`config.mk`:
```
export PLATFORM = sky130hd
export DESIGN_NAME = bsd_strap_decoder
export DESIGN_NICKNAME = d
export VERILOG_FILES = /design/src/logic/bsd_pkg.sv /design/src/logic/bsd_sync.sv /design/src/logic/bsd_strap_decoder.sv
export SDC_FILE = /design/constraint.sdc
export NUM_CORES = 1
export LEC_CHECK = 0
export ABC_AREA = 1
export BUFFER_PORTS_ARGS = -buffer_cell sky130_fd_sc_hd__buf_4
export CORE_ASPECT_RATIO = 1.75
export CORE_UTILIZATION = 57
export DETAILED_ROUTE_END_ITERATION = 16
export PLACE_DENSITY = 0.84
export SYNTH_ARGS = -nofsm -noshare
export SYNTH_HDL_FRONTEND = slang
export SYNTH_HIERARCHICAL = 1
export SYNTH_SLANG_ARGS = --single-unit
```
`constraint.sdc`:
```
create_clock -name ref_clk_i -period 2.1 [get_ports ref_clk_i]
set_input_delay 0.21 -clock ref_clk_i [delete_from_list [all_inputs] [get_ports ref_clk_i]]
set_output_delay 0.21 -clock ref_clk_i [all_outputs]
set_load 0.02 [all_outputs]
```
`src/logic/bsd_pkg.sv`:
```
// Constants for the power-up strap decoder.
// Assumes a 50 MHz reference clock and a converter that returns a 3-bit level code.
// What this block does
// - Sample the strap pin once at power-up, digitise into one of eight levels.
// - After capture the decoded value stays fixed whatever the pin does later.
// - Level selects bus mode; address only in fixed mode, strap_level_input only in ARP mode.
// - Four highest levels select ARP mode with strap_level_input codes 111, 110, 101, 100.
// - Four lowest levels select fixed mode with addresses 0x53, 0x52, 0x51, 0x50.
// - In ARP mode strap_level_input bits sit in low identifier field beside 16-bit random number.
// - In fixed mode the strap address stays; an assign-address command cannot replace it.
package bsd_pkg;
	localparam int LEVEL_W = 3;
	localparam int ADDR_W = 7;
	localparam int LOC_W = 3;
	localparam int RAND_W = 16;
	localparam int VSID_W = 32;
	localparam logic [ADDR_W-1:0] FIXED_ADDR_BASE = 7'h50;
	localparam logic [LEVEL_W-1:0] ARP_LEVEL_MIN = 3'h4;
	localparam logic [LOC_W-1:0] LOC_RESET = 3'h0;
	localparam logic [ADDR_W-1:0] ADDR_RESET = 7'h00;
	localparam logic [RAND_W-1:0] LFSR_SEED = 16'hace1;
	localparam logic [RAND_W-1:0] LFSR_TAPS = 16'hb400;
	// Settling time before the converter is started, in ns.
	localparam int SETTLE_NS = 2000;
	localparam int CLK_PERIOD_NS = 20;
	localparam int SETTLE_CYC = (SETTLE_NS + CLK_PERIOD_NS - 1) / CLK_PERIOD_NS;
	localparam int CNT_W = 8;
	typedef enum logic [3:0] {
		BSD_SETTLE = 4'h1,
		BSD_START = 4'h2,
		BSD_WAIT = 4'h4,
		BSD_DONE = 4'h8
	} bsd_state_e;
endpackage

```
`src/logic/bsd_sync.sv`:
```
// Two-flop synchroniser for a single level.
// Assumes the input is asynchronous to clk_i.
`timescale 1ns/1ps
module bsd_sync (
	input wire logic clk_i, // Clock.
	input wire logic rst_i, // Asynchronous reset, active high.
	input wire logic en_i, // Clock enable.
	input wire logic d_i, // Asynchronous input.
	output logic q_o // Synchronised output.
);
	logic meta_q;
	// The first stage feeds only the second stage.
	always_ff @(posedge clk_i or posedge rst_i) begin
		if (rst_i) begin
			meta_q <= 1'b0;
			q_o <= 1'b0;
		end else if (en_i) begin
			meta_q <= d_i;
			q_o <= meta_q;
		end
	end
endmodule

```
`src/logic/bsd_strap_decoder.sv`:
```
// Power-up strap decoder: starts one conversion, latches the level, decodes bus mode.
// Assumes rst_i is the power-on reset and the converter holds its code while done is high.
`timescale 1ns/1ps
module bsd_strap_decoder (
	input wire logic ref_clk_i, // 50 MHz clock.
	input wire logic rst_i, // Power-on reset, asynchronous, active high.
	input wire logic clk_en_i, // Clock enable; all state frozen while low.
	input wire logic [bsd_pkg::LEVEL_W-1:0] strap_level_input_i, // Converter level code.
	input wire logic conv_done_i, // Converter done, from outside the clock domain.
	input wire logic assign_addr_i, // Assign-address command pulse from bus logic.
	input wire logic [bsd_pkg::ADDR_W-1:0] assign_addr_val_i, // Address carried by it.
	output logic conv_start_o, // One-cycle start pulse to the converter.
	output logic strap_valid_o, // Decoded outputs are valid.
	output logic fixed_discoverable_mode_o, // 1 fixed mode, 0 ARP mode.
	output logic [bsd_pkg::ADDR_W-1:0] slave_addr_o, // Active slave address.
	output logic [bsd_pkg::LOC_W-1:0] strap_level_input_id_bits_o, // Strap_level_input bits for ARP mode.
	output logic [bsd_pkg::VSID_W-1:0] vendor_spec_id_o // Low identifier field.
);
	bsd_pkg::bsd_state_e state_q;
	logic [bsd_pkg::CNT_W-1:0] cnt_q;
	logic done_s;
	logic [bsd_pkg::LEVEL_W-1:0] level_q;
	logic [bsd_pkg::RAND_W-1:0] lfsr_q;
	logic level_ok;

	// The done line comes from the analog side, so it is synchronised first.
	bsd_sync u_done_sync (
		.clk_i(ref_clk_i),
		.rst_i(rst_i),
		.en_i(clk_en_i),
		.d_i(conv_done_i),
		.q_o(done_s)
	);

	// Sequencer: settle, one start pulse, wait for done, then stay done for good.
	always_ff @(posedge ref_clk_i or posedge rst_i) begin
		if (rst_i) begin
			state_q <= bsd_pkg::BSD_SETTLE;
			cnt_q <= '0;
			conv_start_o <= 1'b0;
		end else if (clk_en_i) begin
			conv_start_o <= 1'b0;
			case (state_q)
				bsd_pkg::BSD_SETTLE: begin
					if (cnt_q == bsd_pkg::CNT_W'(bsd_pkg::SETTLE_CYC - 1)) begin
						state_q <= bsd_pkg::BSD_START;
					end else begin
						cnt_q <= cnt_q + 8'h01;
					end
				end
				bsd_pkg::BSD_START: begin
					conv_start_o <= 1'b1;
					state_q <= bsd_pkg::BSD_WAIT;
				end
				bsd_pkg::BSD_WAIT: begin
					if (done_s) begin
						state_q <= bsd_pkg::BSD_DONE;
					end
				end
				bsd_pkg::BSD_DONE: begin
					state_q <= bsd_pkg::BSD_DONE;
				end
				default: begin
					state_q <= bsd_pkg::BSD_SETTLE;
				end
			endcase
		end
	end

	// Capture happens on the one enabled edge that finds the converter done while waiting.
	// A late or repeated done pulse cannot reopen it, since the state has moved on by then.
	assign level_ok = (state_q == bsd_pkg::BSD_WAIT) && done_s;

	// The level is caught once; nothing reopens this latch short of power-on reset.
	always_ff @(posedge ref_clk_i or posedge rst_i) begin
		if (rst_i) begin
			level_q <= '0;
		end else if (clk_en_i && level_ok) begin
			level_q <= strap_level_input_i;
		end
	end

	// Generator steps on each enabled cycle until capture; its value is frozen into the identifier at capture.
	always_ff @(posedge ref_clk_i or posedge rst_i) begin
		if (rst_i) begin
			lfsr_q <= bsd_pkg::LFSR_SEED;
		end else if (clk_en_i && state_q != bsd_pkg::BSD_DONE) begin
			lfsr_q <= lfsr_q[0] ? ((lfsr_q >> 1) ^ bsd_pkg::LFSR_TAPS) : (lfsr_q >> 1);
		end
	end

	// Decode is registered in the capture cycle, so outputs go valid together.
	// The assign-address input is deliberately not used: fixed mode ignores it.
	always_ff @(posedge ref_clk_i or posedge rst_i) begin
		if (rst_i) begin
			strap_valid_o <= 1'b0;
			fixed_discoverable_mode_o <= 1'b0;
			slave_addr_o <= bsd_pkg::ADDR_RESET;
			strap_level_input_id_bits_o <= bsd_pkg::LOC_RESET;
			vendor_spec_id_o <= '0;
		end else if (clk_en_i && level_ok) begin
			strap_valid_o <= 1'b1;
			if (strap_level_input_i >= bsd_pkg::ARP_LEVEL_MIN) begin
				fixed_discoverable_mode_o <= 1'b0;
				slave_addr_o <= bsd_pkg::ADDR_RESET;
				strap_level_input_id_bits_o <= strap_level_input_i;
				vendor_spec_id_o <= {13'h0000, strap_level_input_i, lfsr_q};
			end else begin
				fixed_discoverable_mode_o <= 1'b1;
				slave_addr_o <= bsd_pkg::FIXED_ADDR_BASE | {5'h00, strap_level_input_i[1:0]};
				strap_level_input_id_bits_o <= bsd_pkg::LOC_RESET;
				vendor_spec_id_o <= '0;
			end
		end
	end

	// The assign-address pair is folded away here so that no input dangles.
	// Fixed mode must never act on it, and nothing downstream reads this net.
	logic unused_s;
	assign unused_s = assign_addr_i ^ (^assign_addr_val_i);

	// Outputs stay invalid until the capture.
	valid_wait_a: assert property (
		@(posedge ref_clk_i) disable iff (rst_i)
		(state_q != bsd_pkg::BSD_DONE) |-> !strap_valid_o
	) else $error("valid raised before capture");

	// Once valid, every decoded output keeps its value, the random field included.
	outputs_frozen_a: assert property (
		@(posedge ref_clk_i) disable iff (rst_i)
		strap_valid_o |=> (strap_valid_o && $stable(slave_addr_o)
			&& $stable(fixed_discoverable_mode_o) && $stable(strap_level_input_id_bits_o)
			&& $stable(vendor_spec_id_o))
	) else $error("decoded strap changed after capture");

	// The latched level must agree with what the outputs show.
	// A stray reload of either side would split them apart and be caught here.
	level_match_a: assert property (
		@(posedge ref_clk_i) disable iff (rst_i)
		strap_valid_o |-> (fixed_discoverable_mode_o
			? (!level_q[2] && slave_addr_o[1:0] == level_q[1:0])
			: (strap_level_input_id_bits_o == level_q))
	) else $error("latched level disagrees with outputs");

	// Capture raises valid on the next edge.
	capture_valid_a: assert property (
		@(posedge ref_clk_i) disable iff (rst_i)
		(clk_en_i && level_ok) |=> strap_valid_o
	) else $error("capture did not raise valid");

	// High levels give ARP mode and their own code as strap_level_input bits.
	arp_decode_a: assert property (
		@(posedge ref_clk_i) disable iff (rst_i)
		(clk_en_i && level_ok && strap_level_input_i[2]) |=>
			(!fixed_discoverable_mode_o
			&& strap_level_input_id_bits_o == $past(strap_level_input_i))
	) else $error("ARP level decoded wrongly");

	// Low levels give fixed mode with the base address plus the level.
	fixed_decode_a: assert property (
		@(posedge ref_clk_i) disable iff (rst_i)
		(clk_en_i && level_ok && !strap_level_input_i[2]) |=>
			(fixed_discoverable_mode_o
			&& slave_addr_o == (bsd_pkg::FIXED_ADDR_BASE + 7'($past(strap_level_input_i))))
	) else $error("fixed level decoded wrongly");

	// ARP mode always carries a code from the upper half of the level range.
	mode_select_a: assert property (
		@(posedge ref_clk_i) disable iff (rst_i)
		(strap_valid_o && !fixed_discoverable_mode_o) |-> strap_level_input_id_bits_o[2]
	) else $error("ARP mode without a high strap_level_input code");

	// Fixed mode leaves the strap_level_input bits and the identifier field at zero.
	fixed_unused_a: assert property (
		@(posedge ref_clk_i) disable iff (rst_i)
		(strap_valid_o && fixed_discoverable_mode_o) |->
			(strap_level_input_id_bits_o == bsd_pkg::LOC_RESET && vendor_spec_id_o == '0)
	) else $error("fixed mode shows strap_level_input data");

	// ARP mode has no fixed address to offer, so the address output keeps its reset value.
	arp_unused_a: assert property (
		@(posedge ref_clk_i) disable iff (rst_i)
		(strap_valid_o && !fixed_discoverable_mode_o) |-> slave_addr_o == bsd_pkg::ADDR_RESET
	) else $error("ARP mode shows a fixed address");

	// Strap_level_input bits sit just above the random field, with zeros above them.
	udid_place_a: assert property (
		@(posedge ref_clk_i) disable iff (rst_i)
		(strap_valid_o && !fixed_discoverable_mode_o) |->
			(vendor_spec_id_o[18:16] == strap_level_input_id_bits_o && vendor_spec_id_o[31:19] == 13'h0000)
	) else $error("strap_level_input bits misplaced");

	// An assign-address command leaves the fixed address untouched.
	addr_hold_a: assert property (
		@(posedge ref_clk_i) disable iff (rst_i)
		(strap_valid_o && fixed_discoverable_mode_o && assign_addr_i) |=> $stable(slave_addr_o)
	) else $error("fixed address replaced");

	// One start pulse of one enabled cycle; a low enable merely stretches it.
	start_pulse_a: assert property (
		@(posedge ref_clk_i) disable iff (rst_i)
		(conv_start_o && clk_en_i) |=> (!conv_start_o && state_q == bsd_pkg::BSD_WAIT)
	) else $error("start pulse too long");

	// After the capture the converter is never started again.
	single_start_a: assert property (
		@(posedge ref_clk_i) disable iff (rst_i)
		(state_q == bsd_pkg::BSD_DONE) |-> !conv_start_o
	) else $error("converter restarted after capture");

	// The start pulse only follows a full settling count, so the divider has settled.
	settle_end_a: assert property (
		@(posedge ref_clk_i) disable iff (rst_i)
		$rose(conv_start_o) |->
			(state_q == bsd_pkg::BSD_WAIT && cnt_q == bsd_pkg::CNT_W'(bsd_pkg::SETTLE_CYC - 1))
	) else $error("converter started before settling");

	// A low clock enable holds every state register where it is.
	// The synchroniser is frozen as well, so a done edge is not lost while held.
	enable_freeze_a: assert property (
		@(posedge ref_clk_i) disable iff (rst_i)
		!clk_en_i |=> ($stable(state_q) && $stable(cnt_q) && $stable(lfsr_q)
			&& $stable(strap_valid_o) && $stable(conv_start_o))
	) else $error("state moved while clock enable was low");
endmodule

```
# After elaboration in Yosys (flattened, before gate mapping)
# Index checks and enable logic that the tools add are counted.
# W data, S select, Z words.
# word_totals
wordCells,37
ram_bits,0
latchBits,0
regBits,75
output_inout_bits,45
input_bits,15
mem_count,0
mem_bits_ro,0
# op_classes
n_mux,9
magnitude_cmp,1
n_reduce_logical,5
n_shift,0
multipliers,0
n_bitwise,2
n_eq_ne,8
n_div,0
n_addsub,1
# ops
op,count
$mux W19,1
$mux W16,1
$pmux W4 S4,1
$add A8 B1 Y8 const B,1
$eq A8 B7 Y1 const B,1
$mux W4,2
$mux W7,1
$reduce_and A3 Y1,2
$eq A4 B1 Y1 const B,1
$eq A4 B2 Y1 const B,1
$eq A4 B3 Y1 const B,1
$eq A4 B4 Y1 const B,1
$ne A4 B4 Y1 const B,1
$not A3 Y4,1
$ge A3 B3 Y1 const B,1
$logic_and A1 B1 Y1,3
$mux W3,1
$mux W1,2
$ne A2 B1 Y1 const B,1
$ne A2 B2 Y1 const B,1
$not A1 Y1,1

# Depth between registers and ports, before layout
# depth
word_depth,3
ltp_mapped,9
mapped_depth_nobuf,8

# Modules after synthesis
# Netlist, hierarchy kept.
# by_module_without_submodules
mod,area_each_um2,instances,seq_area_each_um2,cells_each
bsd_strap_decoder,2506.2,1,1312.5,295
bsd_sync,80.1,1,50.0,10

# Least setup slack after synthesis
# Ideal clock, no wire load.
# synth_path
path_kind,register to register
start,register state_q[1]
end,register slave_addr_o[4] in the netlist's numbering
path_stages_with_launch,7
path_buffers,1
t_required_ns,1.981
synth_period_minus_slack_ns,1.229
setup_time_ns,0.119
arrival_ns,1.110
path_slack_ns,0.871
path_cell_list,dfrtp_1 > nor2_2 > nand2_2 > nor2_8 > nand2_4 > buf_6 > o21a_1
# synth_between
elab_chain_cells,3
# synth_rtl
element,line,rtl
"start, declared",bsd_strap_decoder.sv:19,bsd_pkg::bsd_state_e state_q;
"start signal, assigned",bsd_strap_decoder.sv:38,state_q <= bsd_pkg::BSD_SETTLE;
"start signal, assigned",bsd_strap_decoder.sv:46,state_q <= bsd_pkg::BSD_START;
"start signal, assigned",bsd_strap_decoder.sv:53,state_q <= bsd_pkg::BSD_WAIT;
$eq A4 B3 Y1,bsd_strap_decoder.sv:72,assign level_ok = (state_q == bsd_pkg::BSD_WAIT) && done_s;
$logic_and A1 B1 Y1,bsd_strap_decoder.sv:72,
$logic_and A1 B1 Y1,bsd_strap_decoder.sv:101,end else if (clk_en_i && level_ok) begin
"end signal, assigned",bsd_strap_decoder.sv:98,slave_addr_o <= bsd_pkg::ADDR_RESET;
"end signal, assigned",bsd_strap_decoder.sv:105,slave_addr_o <= bsd_pkg::ADDR_RESET;
"end signal, assigned",bsd_strap_decoder.sv:110,"slave_addr_o <= bsd_pkg::FIXED_ADDR_BASE | {5'h00, strap_level_input_i[1:0]};"
"end, declared",bsd_strap_decoder.sv:15,"output logic [bsd_pkg::ADDR_W-1:0] slave_addr_o,"
# No other way between the ends.
# A chain may end at the register's enable or synchronous reset.

# Final worst setup path
# layout_path
start,register cnt_q[1] in the netlist's numbering
end,register state_q[3]
# layout_between
elab_chain_cells,3
# layout_rtl
element,line,rtl
"start, declared",bsd_strap_decoder.sv:20,logic [bsd_pkg::CNT_W-1:0] cnt_q;
"start signal, assigned",bsd_strap_decoder.sv:48,cnt_q <= cnt_q + 8'h01;
$eq A8 B7 Y1,bsd_strap_decoder.sv:45,if (cnt_q == bsd_pkg::CNT_W'(bsd_pkg::SETTLE_CYC - 1)) begin
$ne A2 B2 Y1 (no source line),-,
$reduce_and A3 Y1 (no source line),-,
"end signal, assigned",bsd_strap_decoder.sv:46,
"end signal, assigned",bsd_strap_decoder.sv:53,
"end signal, assigned",bsd_strap_decoder.sv:57,state_q <= bsd_pkg::BSD_DONE;
# No other way between the ends.

==> flow_summary.toml <==
[routing]
route.vias.total = 1937
wire_per_inst_um = 11.83
drc_errors = 0
drt-total-wl_um = 4579
drt_iter0_drc = 43
drtPass1Iterations = 7
vias_per_cell = 5.005
detail-route-antenna-nets = 0

[sta]
finalCriticalPeriod_ns = 1.448
hold_violations = 0
setup_slack_ns = 0.6521
worst_hold_slack_ns = 0.1028
drv_slew = 0
skew_ns = 0.006259
period_share = 0.6895
rsz0062_at_grt = "no"
setup_tns_ns = 0
fmax_ghz = 0.6906
finalSetupViolations = 0

[power_and_ir_drop]
power_frac_comb = 0.168
fin_total_pwr_mw = 2.055
pwr-share-clk = 0.267
leakagePower_nw = 1.507
seqPwrFrac = 0.565
internal_power_mw = 1.436
p_sw_frac = 0.3014
vdd_drop_max_uv = 524.5
p_switching_uw = 619.5
power_density_nw_per_um2 = 712.7

[place]
dp_slack_ns = 0.6721
dpl_cell_area_um2 = 2795
place_hpwl_um = 3301
finalWeightedCongestion = 0.7810
port_buffers = 35
dpl.cell_count = 379

[synthesis]
yosysMostFrequentCell = "nand2_1"
synth_compound_area_frac = 0.07837
synth.distinct_cells = 27
yosys.area_share.simple = 0.2443
ys_warn_count = 6
synth_edf_count = 0
synth_top_area_cell = "dfrtp_1"
syn_area_um2 = 2586
synth_xor_area_frac = 0.01693
yosys-top-cells-count = "99 x nand2_1, 45 x dfrtp_1, 32 x inv_1, 24 x nand3_1, 21 x buf_4"
ys.flop_type = "dfrtp_1"
synth_top_family_by_area = "simple AND/OR/NAND/NOR gates"
avgSynthCellArea_um2 = 8.479
async_reset_ff_frac = 1.000
yosysSeqAreaShare = 0.5269
postSynthCellCount = 305
synth_mux_area_frac = 0
yosysTopAreaCellShare = 0.4354
synth_seq_cells = 54
synth_fa_ha_area_frac = 0.004838
synth_area_leaders = "dfrtp_1 44%, nand2_1 14%, dfstp_2 9.1%, buf_4 6.1%, nand3_1 4.6%"

[setup_path]
reg2reg_to = "state_q[3]"
timing.critical_path.from = "cnt_q[1]"
r2r_slack_ns = 0.65
crit_slowest_cell = "dfrtp_1"
timing.critical_path.buf_inv = 0
path_cells = "ha_1 -> nand2_1 -> nor2_1 -> nand2_1 -> nand2_1 -> nand2_1 -> nand2_1 -> nand2_1"
critPathCapture = "state_q[3]"
cp_slowest_stage_delay_ns = 0.41
cp.depth = 8
required_ns = 2.30
r2r_start = "cnt_q[1]"
cp_top_family = "simple AND/OR/NAND/NOR gates"
arrival_ns = 1.65
critical_path.max_fanout = 5
crit_type = "reg -> reg"
crit_path_end_kind = "flip-flop"
crit_path_frequent_cell = "nand2_1"
r2r_cells = 8
cp-start-kind = "flip-flop"

[global_route]
grt_use_total = 0.2180
antenna_found_initial = 0
grt_pass1_wl_um = 7879
grt_pass1_vias = 1846
grt_max_degree = 53
grt_overflow = 0

[floorplan]
ios = 60
placementRows = 32
dieHeight_um = 91.11
core_um2 = 4364
dieArea_um2 = 4821
initial_core_util = 0.5926
dieWidth_um = 52.92

[cts]
clock-sinks = 54
cts_buffers = 5
cts_buffer_depth = 2
cts_hold_buf = 1
clockRootBuffer = "clkbuf_8"
cts_setup_buffers = 0
clk_latency_ns = 0.30
clkTransAtPathRegs_ns = 0.09
cts_tree = "done"
htree_num_levels = 2
postCtsResizedCells = 0

[outcome]
outcome = "finished clean"

[layout]
layout-drive-gt1-share = 0.2173
final_nets = 352
fin_util = 0.6608
fill_cells = 349
fin_cells = 387
fin_area_um2 = 2884
syn_to_final_growth_pct = 11.51
num_antenna_cells = 0

[min_path]
hold_class = "in -> reg"

[run]
drv_cap = 0
## sequential cells by signal, summed over array words and instances, names as in the netlist
register / count
lfsr_q: 16
vendor_spec_id_o: 16
cnt_q: 8
state_q: 4
slave_addr_o: 3
strap_level_input_id_bits_o: 3
conv_start_o: 1
strap_valid_o: 1
u_done_sync/meta_q: 1
u_done_sync/q_o: 1
## layer usage
metal,share of wire,GRT usage,up-vias
met5,0,0,-
met4,0.012,0.06579,0
met3,0.028,0.04523,4
met2,0.56,0.3871,32
met1,0.40,0.2508,933
li1,-,-,968
## cell usage in the layout, fill, tap and decap left out
master / netlist / final
inv_2: 2 / 3
o21ai_1: 6 / 6
clkbuf_8: 0 / 5
o21ai_0: 19 / 19
nand2_1: 99 / 99
nand2_2: 1 / 1
inv_1: 32 / 31
xor2_1: 2 / 2
nor2_8: 1 / 1
nor2_4: 1 / 1
nand3_1: 24 / 24
ha_1: 1 / 1
o21ai_2: 8 / 8
nor2_1: 15 / 15
dlygate4sd3_1: 0 / 1
dfrtp_1: 45 / 45
conb_1: 1 / 16
xnor2_1: 3 / 3
clkinv_2: 0 / 2
o21a_1: 1 / 1
buf_12: 0 / 1
nor2_2: 3 / 3
buf_4: 21 / 36
or2_2: 1 / 1
nand3_2: 1 / 1
dfstp_2: 9 / 9
nand2_4: 1 / 1
## cells by family after synthesis
group	after synthesis
AND/OR/NAND/NOR	147
buffers and inverters	63
flip-flops	54
AO/OA/AOI/OAI	34
XOR/XNOR	5
adder cells (fa/ha/maj)	1
other	1
## tightest hold or removal path: cells and delay by family
kind          cells  cell delay, ns
simple gates      2            0.09
buf+inv           1            0.08
## power groups by stage
stage	Combinational, mW	Clock (mW)	Sequential, mW
after floorplan	0.312	0	1.15
after global placement	0.333	0	1.18
after detailed placement	0.344	0	1.18
after CTS	0.349	0.564	1.16
after global routing	0.398	0.602	1.17
final	0.346	0.549	1.16
## area by class of cell
| type | instances | area [um^2] | share of cell area |
|---|---|---|---|
| clock buffer | 5 | 68.82 | 0.02386 |
| timing repair buffer | 38 | 300.3 | 0.1041 |
| tap | 51 | 63.81 | 0.02213 |
| sequential | 54 | 1363 | 0.4725 |
| clock inverter | 2 | 10.01 | 0.003471 |
| multi-input combinational | 203 | 950.9 | 0.3297 |
| inverter | 34 | 127.6 | 0.04425 |
## how the worst min path moves through the flow
| stage | slack [ns] | from | to | cells past startpoint |
|---|---|---|---|---|
| floorplan | -0.05 | rst_i | u_done_sync/meta_q | 1 |
| global placement | 0.08 | rst_i | u_done_sync/meta_q | 2 |
| detailed placement | 0.09 | rst_i | u_done_sync/q_o | 2 |
| CTS | 0.10 | conv_done_i | u_done_sync/meta_q | 3 |
| global route | 0.11 | conv_done_i | u_done_sync/meta_q | 3 |
| finish | 0.10 | conv_done_i | u_done_sync/meta_q | 3 |
Note: power is estimated with default switching activity, not from simulation.
